[src/verilog/ahp_pkg.sv]
// ahp_pkg: shared constants of the codec host port
// assumes: one 10 MHz system clock; host bus pins arrive asynchronously

package ahp_pkg;

  // ---------------------------------------------------------------
  // widths and depths
  // ---------------------------------------------------------------
  localparam int DATA_W = 8;
  localparam int SEL_W = 2;
  localparam int FIFO_DEPTH = 8;

  // ---------------------------------------------------------------
  // synchroniser vector layout
  // ---------------------------------------------------------------
  localparam int SYNC_W = 15;
  localparam int POS_RD_N = 0;
  localparam int POS_WR_N = 1;
  localparam int POS_CS_N = 2;
  localparam int POS_CACK_N = 3;
  localparam int POS_PACK_N = 4;
  localparam int POS_SEL = 5;
  localparam int POS_DATA = 7;

  // ---------------------------------------------------------------
  // reset values
  // ---------------------------------------------------------------
  localparam logic [SYNC_W-1:0] SYNC_RST = 15'h001f;
  localparam logic [DATA_W-1:0] DATA_RST = 8'h00;
  localparam logic [SEL_W-1:0] SEL_RST = 2'h0;

  // ---------------------------------------------------------------
  // cycle tracker states
  // ---------------------------------------------------------------
  typedef enum logic [2:0] {
    ST_IDLE = 3'b000,
    ST_PIO_RD = 3'b001,
    ST_PIO_WR = 3'b010,
    ST_CAP_RD = 3'b011,
    ST_PB_WR = 3'b100,
    ST_DMA_IGN = 3'b101
  } ahp_state_type;

endpackage

[src/verilog/ahp_host_port.sv]
// ahp_host_port: byte-wide host bus port of a stereo codec
// assumes: host strobes, selects and data are asynchronous to sys_clk_i;
// the pad ring resolves data_o/data_oe_o with data_i into one bus
//
// Contract
// - capture request goes high while any captured sample waits.
// - capture request stays high until the capture fifo is empty.
// - a read with capture acknowledge low is a dma read of the capture fifo.
// - playback request goes high while the playback fifo can take data.
// - playback request stays high until the playback fifo is full.
// - a write with playback acknowledge low is a dma write into the playback fifo.
// - the two select inputs pick the direct register of a pio access.
// - a read strobe starts a read returning a pio register or a dma sample.
// - a write strobe starts a write into a pio register or a dma sample.
// - pio strobes are ignored unless chip select is low.
// - chip select is disregarded during acknowledged dma cycles.
// - bus driver enable rests high and goes low for a qualified strobe.
// - transceiver direction is high for host-to-device and rests high.
// - transceiver direction goes low only for a qualified read strobe.
// - all bytes move over one eight-bit bidirectional data bus.

`timescale 1ns/1ps

module ahp_host_port
  import ahp_pkg::*;
(
  // clock and reset
  input wire logic sys_clk_i,
  input wire logic arst_n_i,
  // host bus strobes and selects
  input wire logic rd_n_i,
  input wire logic wr_n_i,
  input wire logic cs_n_i,
  input wire logic [SEL_W-1:0] direct_reg_select_i,
  input wire logic capture_ack_n_i,
  input wire logic playback_ack_n_i,
  // host data bus
  input wire logic [DATA_W-1:0] data_i,
  output logic [DATA_W-1:0] data_o,
  output logic data_oe_o,
  // dma requests and transceiver control
  output logic capture_request_o,
  output logic playback_request_o,
  output logic bus_driver_enable_n_o,
  output logic transceiver_direction_o,
  // core capture stream
  input wire logic cap_valid_i,
  input wire logic [DATA_W-1:0] cap_data_i,
  output logic cap_ready_o,
  // core playback stream
  output logic pb_valid_o,
  output logic [DATA_W-1:0] pb_data_o,
  input wire logic pb_ready_i,
  // direct register access toward the core
  output logic reg_wr_o,
  output logic reg_rd_o,
  output logic [SEL_W-1:0] reg_sel_o,
  output logic [DATA_W-1:0] reg_wdata_o,
  input wire logic [DATA_W-1:0] reg_rdata_i
);

  // ---------------------------------------------------------------
  // pin synchronisers
  // ---------------------------------------------------------------
  logic [SYNC_W-1:0] pin_raw, sync_a, sync_b;
  logic s_rd_n, s_wr_n, s_cs_n, s_cack_n, s_pack_n;
  logic [SEL_W-1:0] s_sel;
  logic [DATA_W-1:0] s_data;

  assign pin_raw = {data_i, direct_reg_select_i, playback_ack_n_i,
                    capture_ack_n_i, cs_n_i, wr_n_i, rd_n_i};

  // strobes sit idle high at reset so no false cycle starts
  for (genvar i = 0; i < SYNC_W; i++)
  begin : g_sync
    always_ff @(posedge sys_clk_i or negedge arst_n_i)
    begin
      if (!arst_n_i)
      begin
        sync_a[i] <= SYNC_RST[i];
        sync_b[i] <= SYNC_RST[i];
      end
      else
      begin
        sync_a[i] <= pin_raw[i];
        sync_b[i] <= sync_a[i];
      end
    end
  end

  assign s_rd_n = sync_b[POS_RD_N];
  assign s_wr_n = sync_b[POS_WR_N];
  assign s_cs_n = sync_b[POS_CS_N];
  assign s_cack_n = sync_b[POS_CACK_N];
  assign s_pack_n = sync_b[POS_PACK_N];
  assign s_sel = sync_b[POS_SEL +: SEL_W];
  assign s_data = sync_b[POS_DATA +: DATA_W];

  // ---------------------------------------------------------------
  // fifos
  // ---------------------------------------------------------------
  logic cap_pop, cap_out_valid, pb_push, pb_in_ready;
  logic [DATA_W-1:0] cap_head;
  logic [DATA_W-1:0] wdata, next_wdata;

  ahp_fifo #(.WIDTH(DATA_W), .DEPTH(FIFO_DEPTH)) u_cap_fifo (
    .sys_clk_i(sys_clk_i),
    .arst_n_i(arst_n_i),
    .in_valid_i(cap_valid_i),
    .in_data_i(cap_data_i),
    .in_ready_o(cap_ready_o),
    .out_valid_o(cap_out_valid),
    .out_data_o(cap_head),
    .out_ready_i(cap_pop)
  );

  // a host write into a full fifo is lost; the low request warned it off
  ahp_fifo #(.WIDTH(DATA_W), .DEPTH(FIFO_DEPTH)) u_pb_fifo (
    .sys_clk_i(sys_clk_i),
    .arst_n_i(arst_n_i),
    .in_valid_i(pb_push),
    .in_data_i(wdata),
    .in_ready_o(pb_in_ready),
    .out_valid_o(pb_valid_o),
    .out_data_o(pb_data_o),
    .out_ready_i(pb_ready_i)
  );

  // ---------------------------------------------------------------
  // cycle tracker
  // ---------------------------------------------------------------
  ahp_state_type state, next_state;
  logic [SEL_W-1:0] sel, next_sel;
  logic next_reg_wr, next_reg_rd;
  logic [DATA_W-1:0] next_data;
  logic next_oe, next_bus_driver_enable_n_n, next_dir;
  logic ack_any, strobe_qual, read_qual;

  always_comb
  begin
    next_state = state;
    next_sel = sel;
    next_wdata = wdata;
    next_reg_wr = 1'b0;
    next_reg_rd = 1'b0;
    cap_pop = 1'b0;
    pb_push = 1'b0;
    unique case (state)
      ST_IDLE:
      begin
        if (!s_rd_n)
        begin
          if (!s_cack_n)
          begin
            next_state = ST_CAP_RD;
          end
          else if (!s_pack_n)
          begin
            next_state = ST_DMA_IGN;
          end
          else if (!s_cs_n)
          begin
            next_state = ST_PIO_RD;
            next_sel = s_sel;
          end
        end
        else if (!s_wr_n)
        begin
          if (!s_pack_n)
          begin
            next_state = ST_PB_WR;
          end
          else if (!s_cack_n)
          begin
            next_state = ST_DMA_IGN;
          end
          else if (!s_cs_n)
          begin
            next_state = ST_PIO_WR;
            next_sel = s_sel;
          end
        end
      end
      ST_PIO_RD, ST_CAP_RD:
      begin
        if (s_rd_n)
        begin
          next_state = ST_IDLE;
          next_reg_rd = (state == ST_PIO_RD);
          cap_pop = (state == ST_CAP_RD) && cap_out_valid;
        end
      end
      ST_PIO_WR, ST_PB_WR:
      begin
        // data is taken from the cycle before the strobe was seen high
        if (s_wr_n)
        begin
          next_state = ST_IDLE;
          next_reg_wr = (state == ST_PIO_WR);
          pb_push = (state == ST_PB_WR);
        end
        else
        begin
          next_wdata = s_data;
        end
      end
      ST_DMA_IGN:
      begin
        if (s_rd_n && s_wr_n)
        begin
          next_state = ST_IDLE;
        end
      end
      default:
      begin
        next_state = ST_IDLE;
      end
    endcase
  end

  always_ff @(posedge sys_clk_i or negedge arst_n_i)
  begin
    if (!arst_n_i)
    begin
      state <= ST_IDLE;
      sel <= SEL_RST;
      wdata <= DATA_RST;
      reg_wr_o <= 1'b0;
      reg_rd_o <= 1'b0;
      reg_sel_o <= SEL_RST;
      reg_wdata_o <= DATA_RST;
    end
    else
    begin
      state <= next_state;
      sel <= next_sel;
      wdata <= next_wdata;
      reg_wr_o <= next_reg_wr;
      reg_rd_o <= next_reg_rd;
      reg_sel_o <= next_sel;
      reg_wdata_o <= next_wdata;
    end
  end

  // ---------------------------------------------------------------
  // pin outputs
  // ---------------------------------------------------------------
  // registered after the synchroniser, so these trail the pins by a few clocks
  always_comb
  begin
    ack_any = !s_cack_n || !s_pack_n;
    strobe_qual = (!s_rd_n || !s_wr_n) && (!s_cs_n || ack_any);
    read_qual = !s_rd_n && (!s_cs_n || ack_any);
    next_bus_driver_enable_n_n = !strobe_qual;
    next_dir = !read_qual;
    next_oe = (next_state == ST_PIO_RD) || (next_state == ST_CAP_RD);
    next_data = DATA_RST;
    if (next_state == ST_CAP_RD)
    begin
      next_data = cap_head;
    end
    else if (next_state == ST_PIO_RD)
    begin
      next_data = reg_rdata_i;
    end
  end

  always_ff @(posedge sys_clk_i or negedge arst_n_i)
  begin
    if (!arst_n_i)
    begin
      capture_request_o <= 1'b0;
      playback_request_o <= 1'b0;
      bus_driver_enable_n_o <= 1'b1;
      transceiver_direction_o <= 1'b1;
      data_oe_o <= 1'b0;
      data_o <= DATA_RST;
    end
    else
    begin
      capture_request_o <= cap_out_valid;
      playback_request_o <= pb_in_ready;
      bus_driver_enable_n_o <= next_bus_driver_enable_n_n;
      transceiver_direction_o <= next_dir;
      data_oe_o <= next_oe;
      data_o <= next_data;
    end
  end
endmodule // ahp_host_port

[src/verilog/ahp_fifo.sv]
// ahp_fifo: synchronous fifo with valid/ready on both sides
// assumes: both sides on sys_clk_i; flags are registered

`timescale 1ns/1ps

module ahp_fifo
  import ahp_pkg::*;
#(
  parameter int WIDTH = DATA_W,
  parameter int DEPTH = FIFO_DEPTH
)
(
  // clock and reset
  input wire logic sys_clk_i,
  input wire logic arst_n_i,
  // fill side
  input wire logic in_valid_i,
  input wire logic [WIDTH-1:0] in_data_i,
  output logic in_ready_o,
  // drain side
  output logic out_valid_o,
  output logic [WIDTH-1:0] out_data_o,
  input wire logic out_ready_i
);

  localparam int PW = (DEPTH > 1) ? $clog2(DEPTH) : 1;
  localparam int CW = $clog2(DEPTH + 1);

  logic [WIDTH-1:0] mem [DEPTH];
  logic [PW-1:0] wptr, next_wptr, rptr, next_rptr;
  logic [CW-1:0] count, next_count;
  logic next_in_ready, next_out_valid;
  logic [WIDTH-1:0] next_out_data;
  logic push, pop;

  // ---------------------------------------------------------------
  // next state
  // ---------------------------------------------------------------
  // flags are registered so both handshakes come straight from flops
  always_comb
  begin
    push = in_valid_i && in_ready_o;
    pop = out_valid_o && out_ready_i;
    next_wptr = wptr;
    next_rptr = rptr;
    next_count = count;
    if (push)
    begin
      next_wptr = (wptr == PW'(DEPTH - 1)) ? '0 : wptr + 1'b1;
    end
    if (pop)
    begin
      next_rptr = (rptr == PW'(DEPTH - 1)) ? '0 : rptr + 1'b1;
    end
    if (push && !pop)
    begin
      next_count = count + 1'b1;
    end
    else if (pop && !push)
    begin
      next_count = count - 1'b1;
    end
    next_in_ready = (next_count != CW'(DEPTH));
    next_out_valid = (next_count != '0);
    // head is registered; a byte landing in the slot about to show bypasses storage
    next_out_data = mem[next_rptr];
    if (push && (wptr == next_rptr))
    begin
      next_out_data = in_data_i;
    end
  end

  always_ff @(posedge sys_clk_i or negedge arst_n_i)
  begin
    if (!arst_n_i)
    begin
      wptr <= '0;
      rptr <= '0;
      count <= '0;
      in_ready_o <= 1'b1;
      out_valid_o <= 1'b0;
      out_data_o <= '0;
    end
    else
    begin
      wptr <= next_wptr;
      rptr <= next_rptr;
      count <= next_count;
      in_ready_o <= next_in_ready;
      out_valid_o <= next_out_valid;
      out_data_o <= next_out_data;
    end
  end

  // storage needs no reset; only entries behind the count are read
  always_ff @(posedge sys_clk_i)
  begin
    if (push)
    begin
      mem[wptr] <= in_data_i;
    end
  end

endmodule // ahp_fifo

[config.mk]
export PLATFORM = sky130hd
export DESIGN_NAME = ahp_host_port
export DESIGN_NICKNAME = d
export VERILOG_FILES = /design/src/verilog/ahp_pkg.sv /design/src/verilog/ahp_host_port.sv /design/src/verilog/ahp_fifo.sv
export SDC_FILE = /design/constraint.sdc
export NUM_CORES = 1
export LEC_CHECK = 0
export BUFFER_PORTS_ARGS = -buffer_cell sky130_fd_sc_hd__buf_2
export CELL_PAD_IN_SITES_DETAIL_PLACEMENT = 2
export CELL_PAD_IN_SITES_GLOBAL_PLACEMENT = 2
export CORE_MARGIN = 4
export CORE_UTILIZATION = 43
export DETAILED_ROUTE_END_ITERATION = 8
export PLACE_DENSITY = 0.84
export SYNTH_ARGS = -nofsm -noshare
export SYNTH_HDL_FRONTEND = slang
export SYNTH_SLANG_ARGS = --single-unit
[constraint.sdc]
create_clock -name sys_clk_i -period 3.1 [get_ports sys_clk_i]
set_input_delay 0.155 -clock sys_clk_i [delete_from_list [all_inputs] [get_ports sys_clk_i]]
set_output_delay 0.155 -clock sys_clk_i [all_outputs]
set_load 0.005 [all_outputs]
==> impl.org, run 1 <==
** Synth
- Net count of the mapped netlist :: 701
- Area share of the leading cell type in the synthesized netlist :: 41.4%
- The Yosys step of the flow raised 0 warnings.
- Ranking of synthesized cells by instance count :: edfxtp_1, dfrtp_1, mux2i_1, o21ai_0, nand2_1
- #FFs+latches synth :: 226
- Syn Area/Cell :: 14.2 sq um
- Area share of and/or/nand/nor cells after synthesis :: 8.32%
- Mapped cell area :: 9280 sq um
- Adder and majority cell fraction of the synthesized area :: 1.62%
- Among all cell types in the netlist, the one instantiated most often is edfxtp_1.
- Number of unique standard cell types used by synthesis :: 65
- Of all cell types, the one taking the most synthesized area is edfxtp_1.
- Yosys attributes the largest share of cell area to edfxtp_1, dfrtp_1, mux2i_1.
- By area, the combinational part of the netlist is dominated by multiplexers.
- Of the post-synthesis cell area, the part taken by muxes is 9.81%.
- The most used flip-flop cell after synthesis is edfxtp_1.
- Counting flops with a built-in enable in the synthesized netlist gives 128.
- For this run, the register share of the synthesized area comes to 68.0%.
- Of the total synthesized cell area, the portion taken by XOR and XNOR cells is 1.23%.
- In the synthesized netlist, the number of instances is 654.
- The synthesized netlist devotes 8.40% of its cell area to compound gates.
- Post-synthesis async set-or-reset flop share :: 43.4%

** Setup path
- Arrival time worst endpoint :: 3.35 ns
- Counting cells, the worst reg-to-reg path comes to 8.
- Reg2Reg Capture Point :: u_cap_fifo.out_data_o[3]
- Data required, critical path :: 3.51 ns
- Reg-to-reg critical path startpoint :: u_cap_fifo.rptr[1]
- Flop-to-flop setup slack :: 0.16 ns
- STA classifies the critical path startpoint as a flip-flop.
- The critical path is of the reg2reg type.
- Largest driver fanout on the critical path :: 9
- STA classifies the critical path endpoint as a flip-flop.

** Hold path
- Along the worst hold path, the cell count comes to 3.
- Hold_sp :: reg_rdata_i[3]
- For hold timing, the worst endpoint is data_o[3].
- The path class of the tightest hold or removal check is in2reg.

** Final layout
- After filler insertion, the fill cell instance count of the layout stands at 1,930.
- Once layout is complete, the cells apart from fillers number 1,064.
- Fraction of layout instances using a drive strength above 1 :: 22.1%
- In the final design database the tool counted 818 nets.
- Count of inserted antenna diode cells :: 0
- The area growth from synthesis to layout is 19.3%.

** Status
- The run finished with clean final reports.

** Clock network
- After clock tree synthesis, the clock-pin slew on the worst setup and hold paths is 0.07 ns.
- The clock reaches the later pin of the worst-skew pair after 0.53 ns.
- Clock tree from TritonCTS :: built
- TritonCTS buffer count :: 24
- Clk sink count :: 226
- Cell at the root of the clock tree :: clkbuf_16
- In this run the number of H-tree levels came out at 1.
- Buffers added to address setup during post-CTS repair amount to 0.
- The clock passes through at most 3 buffers.

** Detailed routing
- DRC violations left :: 0
- For this block, the routed nets add up to 27.3 mm of wire.
- DR vias :: 6,089
- Remaining antenna violation count :: 0
- Dividing the detail-routed via count by the number of cells gives 5.72.
- After detailed routing, the average wire length per cell comes to 25.6 microns.
- The detailed router finished its first iteration with 359 violations.
- Number of optimization iterations in the first detailed-route pass :: 5

** STA
- Slew at the pin closest to its max-slew limit :: 1.00 ns
- Post-route fraction of the period consumed by the critical path :: 94.9%
- Setup violations, final :: 0
- Minimum clock period after layout :: 2.94 ns
- For the final routed database, the setup TNS stands at 0 ns.
- Final number of max-transition violations :: 0
- Clock skew on the completed layout was measured at 0.0180 ns.
- Setup repair after global routing left no endpoint under its margin.
- Upper clock frequency limit :: 340 MHz
- Measured against its own limit, the worst slew margin works out to 33.1%.
- The final number of hold-violating endpoints was 0.

** Placement
- Post-Place Cells :: 992
- Hpwl dp :: 17.8 mm
- At the end of routability-driven placement, the weighted congestion stood at 0.827.
- Port buffering added 69 buffers.

** Pwr
- Share of power burned in registers :: 42.5%
- Summing internal, switching and leakage power gives 10.8 mW.
- Logic pwr share :: 31.9%
- Dividing total power by cell area gives a power density of 978 nW/um^2.
- Worst VDD drop :: 0.573 mV
- Net Sw Frac :: 35.6%
- The clock network is responsible for 25.7% of the overall power.
- Static leakage :: 4.44 nW
- Sw power :: 3.86 mW
- Internal cell power :: 6.98 mW

** Global route
- Entering global routing, the biggest net connects 62 pins.
- Global-route wire length before repair :: 42.4 mm
- Number of global-route vias before repair :: 6,938
- Residual overflow from global routing :: 0
- Initial antenna violation count :: 0
- Combined global-route utilization of all metal layers :: 22.8%

** Die
- The die covers 24,000 sq um.
- Count of pins on the block boundary :: 70
- Core outline area :: 21,200 sq um
- Measured along the y axis, the die boundary spans 155 microns.
- Initial Utilization :: 43.9%
- Count of standard-cell rows :: 53
- The die is 155 microns wide.

** Flow run
- The tool flagged a number of max-cap violations equal to 0.
cells in the final DEF (no fill, tap or decap), types with 4 or more instances in the layout:
cell,instances
edfxtp_1,128
dfrtp_1,84
mux2i_1,69
buf_2,68
o21ai_0,39
nand2_1,36
nor2_1,31
buf_4,30
dlygate4sd3_1,28
nand3_1,25
clkbuf_16,24
inv_1,15
a21oi_1,14
dfstp_2,14
nor3_1,13
mux2_2,12
ha_1,12
xnor2_1,11
o211ai_1,10
clkbuf_1,10
or3_1,8
a21o_1,6
o221ai_1,5
a32o_1,5
mux2_4,5
clkbuf_8,5
o21ai_1,4
a221oi_1,4
nor2b_1,4
o311ai_0,4
power by group through the flow:
| stage | combinational [mW] | clock, mW | sequential, mW |
|---|---|---|---|
| after global placement | 3.04 | 0 | 4.53 |
| after floorplan | 2.36 | 0 | 4.30 |
| final | 3.45 | 2.78 | 4.60 |
| after detailed placement | 3.34 | 0 | 4.64 |
| after global routing | 3.75 | 2.96 | 4.68 |
| after CTS | 3.45 | 2.79 | 4.60 |
worst max-delay path: stages, from the launching register on:
cell,delay (ns)
dfrtp_1,0.43
ha_1,0.21
ha_1,0.21
nand2b_1,0.31
or3_1,0.53
a22oi_1,0.52
a32o_1,0.24
a21oi_1,0.07
mux2_4,0.30
routing by layer:
| metal | part of all wire, % | track usage (%) |
|---|---|---|
| met1 | 40 | 28.0 |
| met2 | 54 | 42.1 |
| met3 | 3.3 | 2.84 |
| met5 | 0 | 0 |
| met4 | 2.7 | 6.81 |
registers in the layout, summed over array words and instances (netlist names), 8 cells and up:
signal and count:
u_cap_fifo.mem 64, u_pb_fifo.mem 64, sync_a 15, data_o 8, s_data 8, u_cap_fifo.out_data_o 8, u_pb_fifo.out_data_o 8, wdata 8
how the worst max path moves through the flow:
stage                             startpoint                  endpoint  cells past startpoint
after global routing                state[1]  u_cap_fifo.out_data_o[3]                      6
after detailed placement  u_cap_fifo.rptr[1]  u_cap_fifo.out_data_o[1]                      8
after global placement    u_cap_fifo.rptr[1]  u_cap_fifo.out_data_o[3]                      8
after floorplan           u_cap_fifo.rptr[0]  u_cap_fifo.out_data_o[0]                     10
final                     u_cap_fifo.rptr[1]  u_cap_fifo.out_data_o[3]                      8
after CTS                 u_cap_fifo.rptr[1]  u_cap_fifo.out_data_o[3]                      8
timing repair:
item                                    CTS  global route
endpoints found under the setup margin    0             5
resized for setup                         0             2
hold buffers                             28             0
endpoints found under the hold margin   118             0
cells by family (layout without fill, tap and decap cells):
logic type,Yosys count,in the layout
AOI/OAI and AO/OA,116,116
xor gates and xnor gates,13,13
adders and majority gates,12,12
buffers and inverters,51,186
DFF,226,226
muxes,87,87
and+or+nand+nor,149,149
cell type report:
type                       count  area, sq um  area share [%]
clock buffer                  40          714            6.45
clock inverter                 4         32.5           0.294
timing repair buffer         127          866            7.82
multi-input combinational    377         2750            24.8
inverter                      15         56.3           0.508
sequential                   226         6310            57.0
tap                          275          344            3.11
per-stage QoR:
stage          hold slack (ns)  setup WS, ns  cell area [sq um]  util (%)
6_report               0.00599         0.157              11100      52.4
2_1_floorplan           -0.141         0.554               9280         -
3_5_place_dp             0.263         0.241              10000      47.4
3_3_place_gp             0.261         0.437              10000      47.4
4_1_cts               0.000934         0.107              11100      52.3
5_1_grt                0.00609        0.0109              11100      52.4
Note: power is estimated with default switching activity, not from simulation.
==> inputs of run 2 (changes only) <==
==> constraint.sdc (replaced) <==
create_clock -name sys_clk_i -period 3.1 [get_ports sys_clk_i]
set_input_delay 0.31 -clock sys_clk_i [delete_from_list [all_inputs] [get_ports sys_clk_i]]
set_output_delay 0.31 -clock sys_clk_i [all_outputs]
set_load 0.005 [all_outputs]
==> run 2 against run 1 <==
Effect of this change: final area decreased by 0.38%; sequential share of layout area increased by 0.22 points; clock skew decreased by 0.0058 ns; setup slack improved by 0.017 ns; clock power increased by 9.7%; non-clock buffer count decreased by 13.
==> impl.org, run 2 (synthesis results as in run 1) <==
** Status
- Outcome :: finished clean

** Final layout
- The count of antenna diodes in the layout is 0 (unchanged).
- Top Registers :: u_cap_fifo.mem: 64 flops, u_pb_fifo.mem: 64 flops, sync_a: 15 flops
- Number of standard cells in the layout, taps in and fillers out :: 1,053 (-1.0%)
- The final layout net count is 806 (-1.5%).
- The fill cell total of the finished layout is 1,979 (+2.5%).
- Cell area after layout :: 11,000 sq um (-0.38%)
- The share of layout cells above drive strength 1 came to 22.9% (+0.83 points).
- Most used cells in the layout excluding fill and tap cells :: edfxtp_1, dfrtp_1, mux2i_1
- The fraction of the core area covered by cells at the end of the flow is 52.2% (-0.20 points).
- Most common cell after layout, fill and taps aside :: edfxtp_1
- The area growth from synthesis to layout is 18.8%.

** Clock network
- The number of setup buffers added after CTS was 0 (unchanged).
- Clock tree from TritonCTS :: built
- Number of buffers between clock root and the deepest sink :: 3 (unchanged)
- Clock insertion delay at the later pin of the skew report :: 0.55 ns (+0.02 ns)
- TritonCTS buffer count :: 25 (+4.2%)
- Clk sink count :: 226 (unchanged)
- The post-CTS clock slew at the launch and capture registers of the worst setup and hold paths came to 0.06 ns (about the same).
- Number of levels in the clock H-tree :: 1 (unchanged)
- In this run the clock root is driven by a clkbuf_16.

** STA
- The number of pins with negative max-slew slack in the final report came to 0 (unchanged).
- Unrepaired setup endpoints after global routing :: no
- The final number of hold-violating endpoints is 0 (unchanged).
- Worst clock skew on the final layout :: 0.0122 ns (-0.00579 ns)
- Setup violations, final :: 0 (unchanged)
- The total negative setup slack came to 0 ns (unchanged).
- Relative slew margins :: 41.1% (+8.0 points)
- Slew at the pin closest to its max-slew limit :: 0.880 ns (-0.124 ns)
- Post-route fraction of the period consumed by the critical path :: 94.4% (-0.53 points)
- The final critical-path required period was 2.93 ns (-0.0165 ns).
- The final worst setup slack came to 0.173 ns (+0.0165 ns).
- Upper clock frequency limit :: 342 MHz (+0.56%)

** Setup path
- The data arrival time of the critical path was 3.35 ns (about the same).
- STA classifies the critical path endpoint as a flip-flop.
- The data required time of the worst path was 3.52 ns (about the same).
- The maximum net fanout on the critical path is 12 (+3).
- Startpoint type of the worst setup path :: flip-flop
- Type of the worst setup path :: reg2reg

** Detailed routing
- The number of routed nets with antenna violations came to 0 (unchanged).
- DR vias :: 6,059 (-0.49%)
- Final wirelength :: 27.6 mm (+1.2%)
- Iteration-0 DRC count of the detailed router :: 436 (+21%)
- The ratio of routed vias to standard cells was 5.75 (+0.55%).
- DRC violations left :: 0 (unchanged)
- Number of optimization iterations in the first detailed-route pass :: 5 (unchanged)
- The average routed wire per standard cell was 26.2 microns (+2.2%).

** Die
- Overall die height :: 155 microns (unchanged)
- The placeable core region was 21,200 sq um (unchanged).
- The die boundary width came to 155 microns (unchanged).
- The starting density of the core was 43.9% (unchanged).
- Count of standard-cell rows :: 53 (unchanged)
- Die area :: 24,000 sq um (unchanged)
- Count of pins on the block boundary :: 70 (unchanged)

** Flow run
- Max Cap Viol :: 0 (unchanged)

** Global route
- Global-route wire length before repair :: 42.9 mm (+1.3%)
- The via count of the first global-routing pass was 6,898 (-0.58%).
- Initial antenna violation count :: 1 (+1)
- The total overflow reported by the global router is 0 (unchanged).
- Pin count of the biggest net entering global routing :: 93 (+50%)
- Combined global-route utilization of all metal layers :: 23.3% (+0.50 points)

** Placement
- The instance area at placement is 10,000 sq um (about the same).
- The quantity of I/O buffers inserted on ports was 69 (unchanged).
- Global placement routability congestion :: 0.917 (+11%)
- Minimum setup slack after placement :: 0.289 ns (+0.0480 ns)
- Post-Place Cells :: 991 (-0.10%)
- Hpwl dp :: 18.1 mm (+1.7%)

** Hold path
- The worst hold path belongs to the class in2reg.

** Pwr
- Worst VDD drop :: 0.551 mV (-3.8%)
- The static leakage power was 4.43 nW (-0.31%).
- The power per cell area was 1010 nW/um^2 (+2.9%).
[run 2: cell count changes in the layout (fill, tap and decap cells not counted), moves of 2 or more]
cell           change
bufinv_16          +3
clkinv_1           +4
clkbuf_1           -8
clkinvlp_4         +2
clkinv_2           +4
dlygate4sd3_1     -12
clkbuf_8           -3
[run 2: where the power goes]
group | total, mW | internal (mW) | switching, mW
clock network | 3.05 | 1.79 | 1.26
logic | 3.44 | 1.44 | 1.99
registers | 4.62 | 3.95 | 0.672
[run 2: path summary, 6_finish.rpt]
kind / slack, ns / end / startpoint / depth (start not counted)
min in group asynchronous: 0.12 / u_cap_fifo.wptr[2] / arst_n_i / 2
max reg2reg: 0.17 / u_cap_fifo.out_data_o[5] / state[1] / 6
max in group asynchronous: 2.26 / u_pb_fifo.in_ready_o / arst_n_i / 3
max: 0.17 / u_cap_fifo.out_data_o[5] / state[1] / 6
min reg2reg: 0.35 / s_data[0] / sync_a[7] / 0
min: 0.07 / data_o[6] / reg_rdata_i[6] / 3
[run 2: metrics by stage]
stage          power (mW)  hold WS [ns]
6_report             11.1        0.0661
2_1_floorplan        6.66        0.0144
3_3_place_gp         7.56         0.130
5_1_grt              11.7        0.0640
3_5_place_dp         7.97         0.137
4_1_cts              11.2        0.0605
[run 2: final cells by class]
cell class              instances  area, sq um  area share [%]
clock buffers                  29          661            5.99
clock inverters                17          179            1.62
inverters                      15         56.3           0.510
multi-input cells             377         2740            24.8
flip-flops and latches        226         6310            57.2
well taps                     275          344            3.12
repair buffers                114          738            6.69
[run 2: worst max-delay path, cell delays in order, from the launching register on]
cell,delay (ns)
dfrtp_1,0.61
and4b_1,0.60
a21oi_1,0.23
or3_1,0.38
a221oi_2,0.37
and2_4,0.30
mux2_4,0.32
[run 2: per-layer routing]
layer | vias up | GRT usage [%] | wire [microns]
li1 | 2656 | - | -
met1 | 3198 | 27.6 | 10800
met2 | 146 | 43.7 | 15000
met5 | - | 0 | 17
met4 | 2 | 7.02 | 798
met3 | 57 | 3.37 | 951
[run 2: what timing repair did]
item / CTS / global route
hold buffers: 16 / 0
endpoints found under the setup margin: 0 / 3
endpoints found under the hold margin: 100 / 0
gates resized for setup: 0 / 1
==> inputs of run 3 (changes only) <==
- CELL_PAD_IN_SITES_DETAIL_PLACEMENT: 2 -> 1
- CELL_PAD_IN_SITES_GLOBAL_PLACEMENT: 2 -> 1
- CORE_UTILIZATION: 43 -> 50
==> run 3 against run 2 <==
Effect of this change: the run now ends with negative hold slack left; register-to-register slack better by 0.07 ns; first-iteration DRC count is 7.6% higher; largest cell class unchanged; global-route usage is 0.13 points lower; critical endpoint is now u_cap_fifo.out_data_o[0]; highest routed layer is now met4; clock-buffer cell count is 5 higher; final area is 1.1% lower.
==> impl.org, run 3 (synthesis results as in run 1) <==
** Detailed routing
- The number of remaining DRC errors came to 0 (unchanged).
- The overall routed net length is 23.8 mm (-14%).
- WL per Instance :: 23.7 microns (-9.6%)
- The number of routed nets with antenna violations came to 0 (unchanged).
- DR vias :: 5,905 (-2.5%)
- Number of optimization iterations in the first detailed-route pass :: 5 (unchanged)
- The ratio of routed vias to standard cells came to 5.88 (+2.2%).
- Iteration-0 DRC count of the detailed router :: 469 (+7.6%)

** Status
- Failing checks :: negative hold slack
- Outcome :: complete, but fails checks

** Global route
- Global-route wire length before repair :: 37.1 mm (-14%)
- Initial antenna violation count :: 0 (-1)
- The via count of the first global-routing pass is 6,521 (-5.5%).
- Combined global-route utilization of all metal layers :: 23.2% (-0.13 points)
- Residual overflow from global routing :: 0 (unchanged)
- Pin count of the biggest net entering global routing :: 86 (-7.5%)

** STA
- The transition time at the pin with the least slew margin is 1.09 ns (+0.209 ns).
- Setup violations, final :: 0 (unchanged)
- The headroom to the max-slew limit was 27.4% (-14 points).
- The fraction of the cycle the final worst path needs is 92.0% (-2.4 points).
- Worst hold slack across all endpoints :: -0.0000562 ns (-0.0662 ns)
- The final number of hold-violating endpoints was 1 (+1).
- The final worst setup slack is 0.247 ns (+0.0735 ns).
- The number of pins with negative max-slew slack in the final report is 0 (unchanged).
- Worst clock skew on the final layout :: 0.0109 ns (-0.00132 ns)
- The total negative setup slack is 0 ns (unchanged).
- Setup repair after global routing left no endpoint under its margin.
- Upper clock frequency limit :: 350 MHz (+2.6%)
- Minimum clock period after layout :: 2.85 ns (-0.0735 ns)

** Pwr
- Total power per unit cell area :: 979 nW/um^2 (-2.7%)
- The maximum VDD drop was 0.633 mV (+15%).
- Static leakage :: 4.40 nW (-0.59%)

** Setup path
- Reg-to-reg critical path startpoint :: s_rd_n
- Number of cells on the worst reg-to-reg path :: 6 (unchanged)
- Reg2Reg Capture Point :: u_cap_fifo.out_data_o[0]
- Largest driver fanout on the critical path :: 13 (+1)
- Flop-to-flop setup slack :: 0.25 ns (+0.07 ns)
- STA classifies the critical path endpoint as a flip-flop.
- Type of the worst setup path :: reg2reg
- The data required time of the worst path came to 3.49 ns (-0.03 ns).
- Arrival time worst endpoint :: 3.24 ns (-0.11 ns)
- Startpoint type of the worst setup path :: flip-flop

** Die
- The starting density of the core was 51.3% (+7.4 points).
- The total I/O pin count was 70 (unchanged).
- Overall die height :: 144 microns (-6.9%)
- Core outline area :: 18,100 sq um (-15%)
- The die outline area was 20,800 sq um (-13%).
- The die boundary width is 144 microns (-6.9%).
- Count of standard-cell rows :: 49 (-7.5%)

** Placement
- The instance area at placement is 9960 sq um (-0.70%).
- The worst-case setup slack after placement came to 0.334 ns (+0.0451 ns).
- Global placement routability congestion :: 0.935 (+2.0%)
- PortBufs :: 69 (unchanged)
- The HPWL reported at the end of detailed placement was 15.8 mm (-13%).

** Final layout
- The largest registers in the layout are u_cap_fifo.mem: 64 flops, u_pb_fifo.mem: 64 flops, sync_a: 15 flops.
- The fill cell total of the finished layout came to 1,730 (-13%).
- Cell area after layout :: 10,900 sq um (-1.1%)
- Area growth from synthesis to final layout :: 17.5%
- The library cells used most frequently in the layout, excluding fill and tap cells, are edfxtp_1, dfrtp_1, mux2i_1.
- The final layout net count is 804 (-0.25%).
- Count of inserted antenna diode cells :: 0 (unchanged)
- Most common cell after layout, fill and taps aside :: edfxtp_1
- The share of layout cells above drive strength 1 was 22.6% (-0.30 points).

** Clock network
- TritonCTS built the clock tree.
- The TritonCTS sink count was 226 (unchanged).
- Cell at the root of the clock tree :: clkbuf_16
- Clock-pin slew on the worst setup and hold paths :: 0.06 ns (about the same)
- The number of setup buffers added after CTS was 0 (unchanged).
- TritonCTS buffer count :: 24 (-4.0%)
- Number of levels in the clock H-tree :: 1 (unchanged)
- The number of buffers on the longest clock path was 3 (unchanged).
- The clock latency on the worst-skew pair is 0.51 ns (-0.04 ns).

** Flow run
- The max-capacitance violation count was 0 (unchanged).

** Hold path
- Path class of the lowest-slack min-delay path :: in2async
==> run 3: final cells by class <==
cell class,instances,area (sq um),share of cell area (%)
tap,229,287,2.63
inverter,15,56.3,0.516
sequential,226,6310,57.9
multi-input combinational,377,2740,25.1
timing repair buffer,113,716,6.56
clock buffer,34,689,6.32
clock inverter,10,106,0.975
==> run 3: per-layer routing <==
metal	up-vias	wire, microns	track usage, %
met5	-	0	0
met4	0	622	6.43
met3	49	1150	3.14
met2	195	12700	42.8
met1	3013	9290	28.6
li1	2648	-	-
==> run 3: power breakdown <==
part	total (mW)	internal (mW)	switching, mW	leakage, nW
sequential	4.57	3.95	0.622	2.32
combinational	3.25	1.42	1.82	1.70
clock	2.86	1.72	1.15	0.394
==> run 3: critical path, cell delays in order (launching register included) <==
cell,delay [ns]
dfstp_2,0.66
nand4b_1,0.31
o21ai_0,0.56
nand3_1,0.17
a221oi_2,0.41
and2_4,0.30
mux2_4,0.31
==> run 3: stage by stage <==
step	power, mW	utilization, %	std cells
final	10.7	60.3	1004
after global routing	11.3	60.3	1004
after CTS	10.7	60.3	1004
after detailed placement	7.81	55.1	945
after global placement	7.49	55.1	945
after floorplan	6.66	-	654
==> run 3: worst max path at each step <==
stage / startpoint / to / slack, ns / cells after the start
floorplan: u_cap_fifo.rptr[0] / u_cap_fifo.out_data_o[0] / 0.55 / 10
finish: s_rd_n / u_cap_fifo.out_data_o[0] / 0.25 / 6
CTS: s_rd_n / u_cap_fifo.out_data_o[0] / 0.20 / 7
global route: state[1] / u_cap_fifo.out_data_o[7] / 0.03 / 6
detailed placement: u_cap_fifo.rptr[0] / u_cap_fifo.out_data_o[0] / 0.33 / 7
global placement: u_cap_fifo.rptr[1] / u_cap_fifo.out_data_o[1] / 0.50 / 8
==> run 3: what timing repair did <==
| action | in CTS | in global routing |
|---|---|---|
| hold endpoints to repair | 15 | 0 |
| setup endpoints to repair | 0 | 3 |
| hold buffers | 15 | 0 |
| gates resized for setup | 0 | 1 |
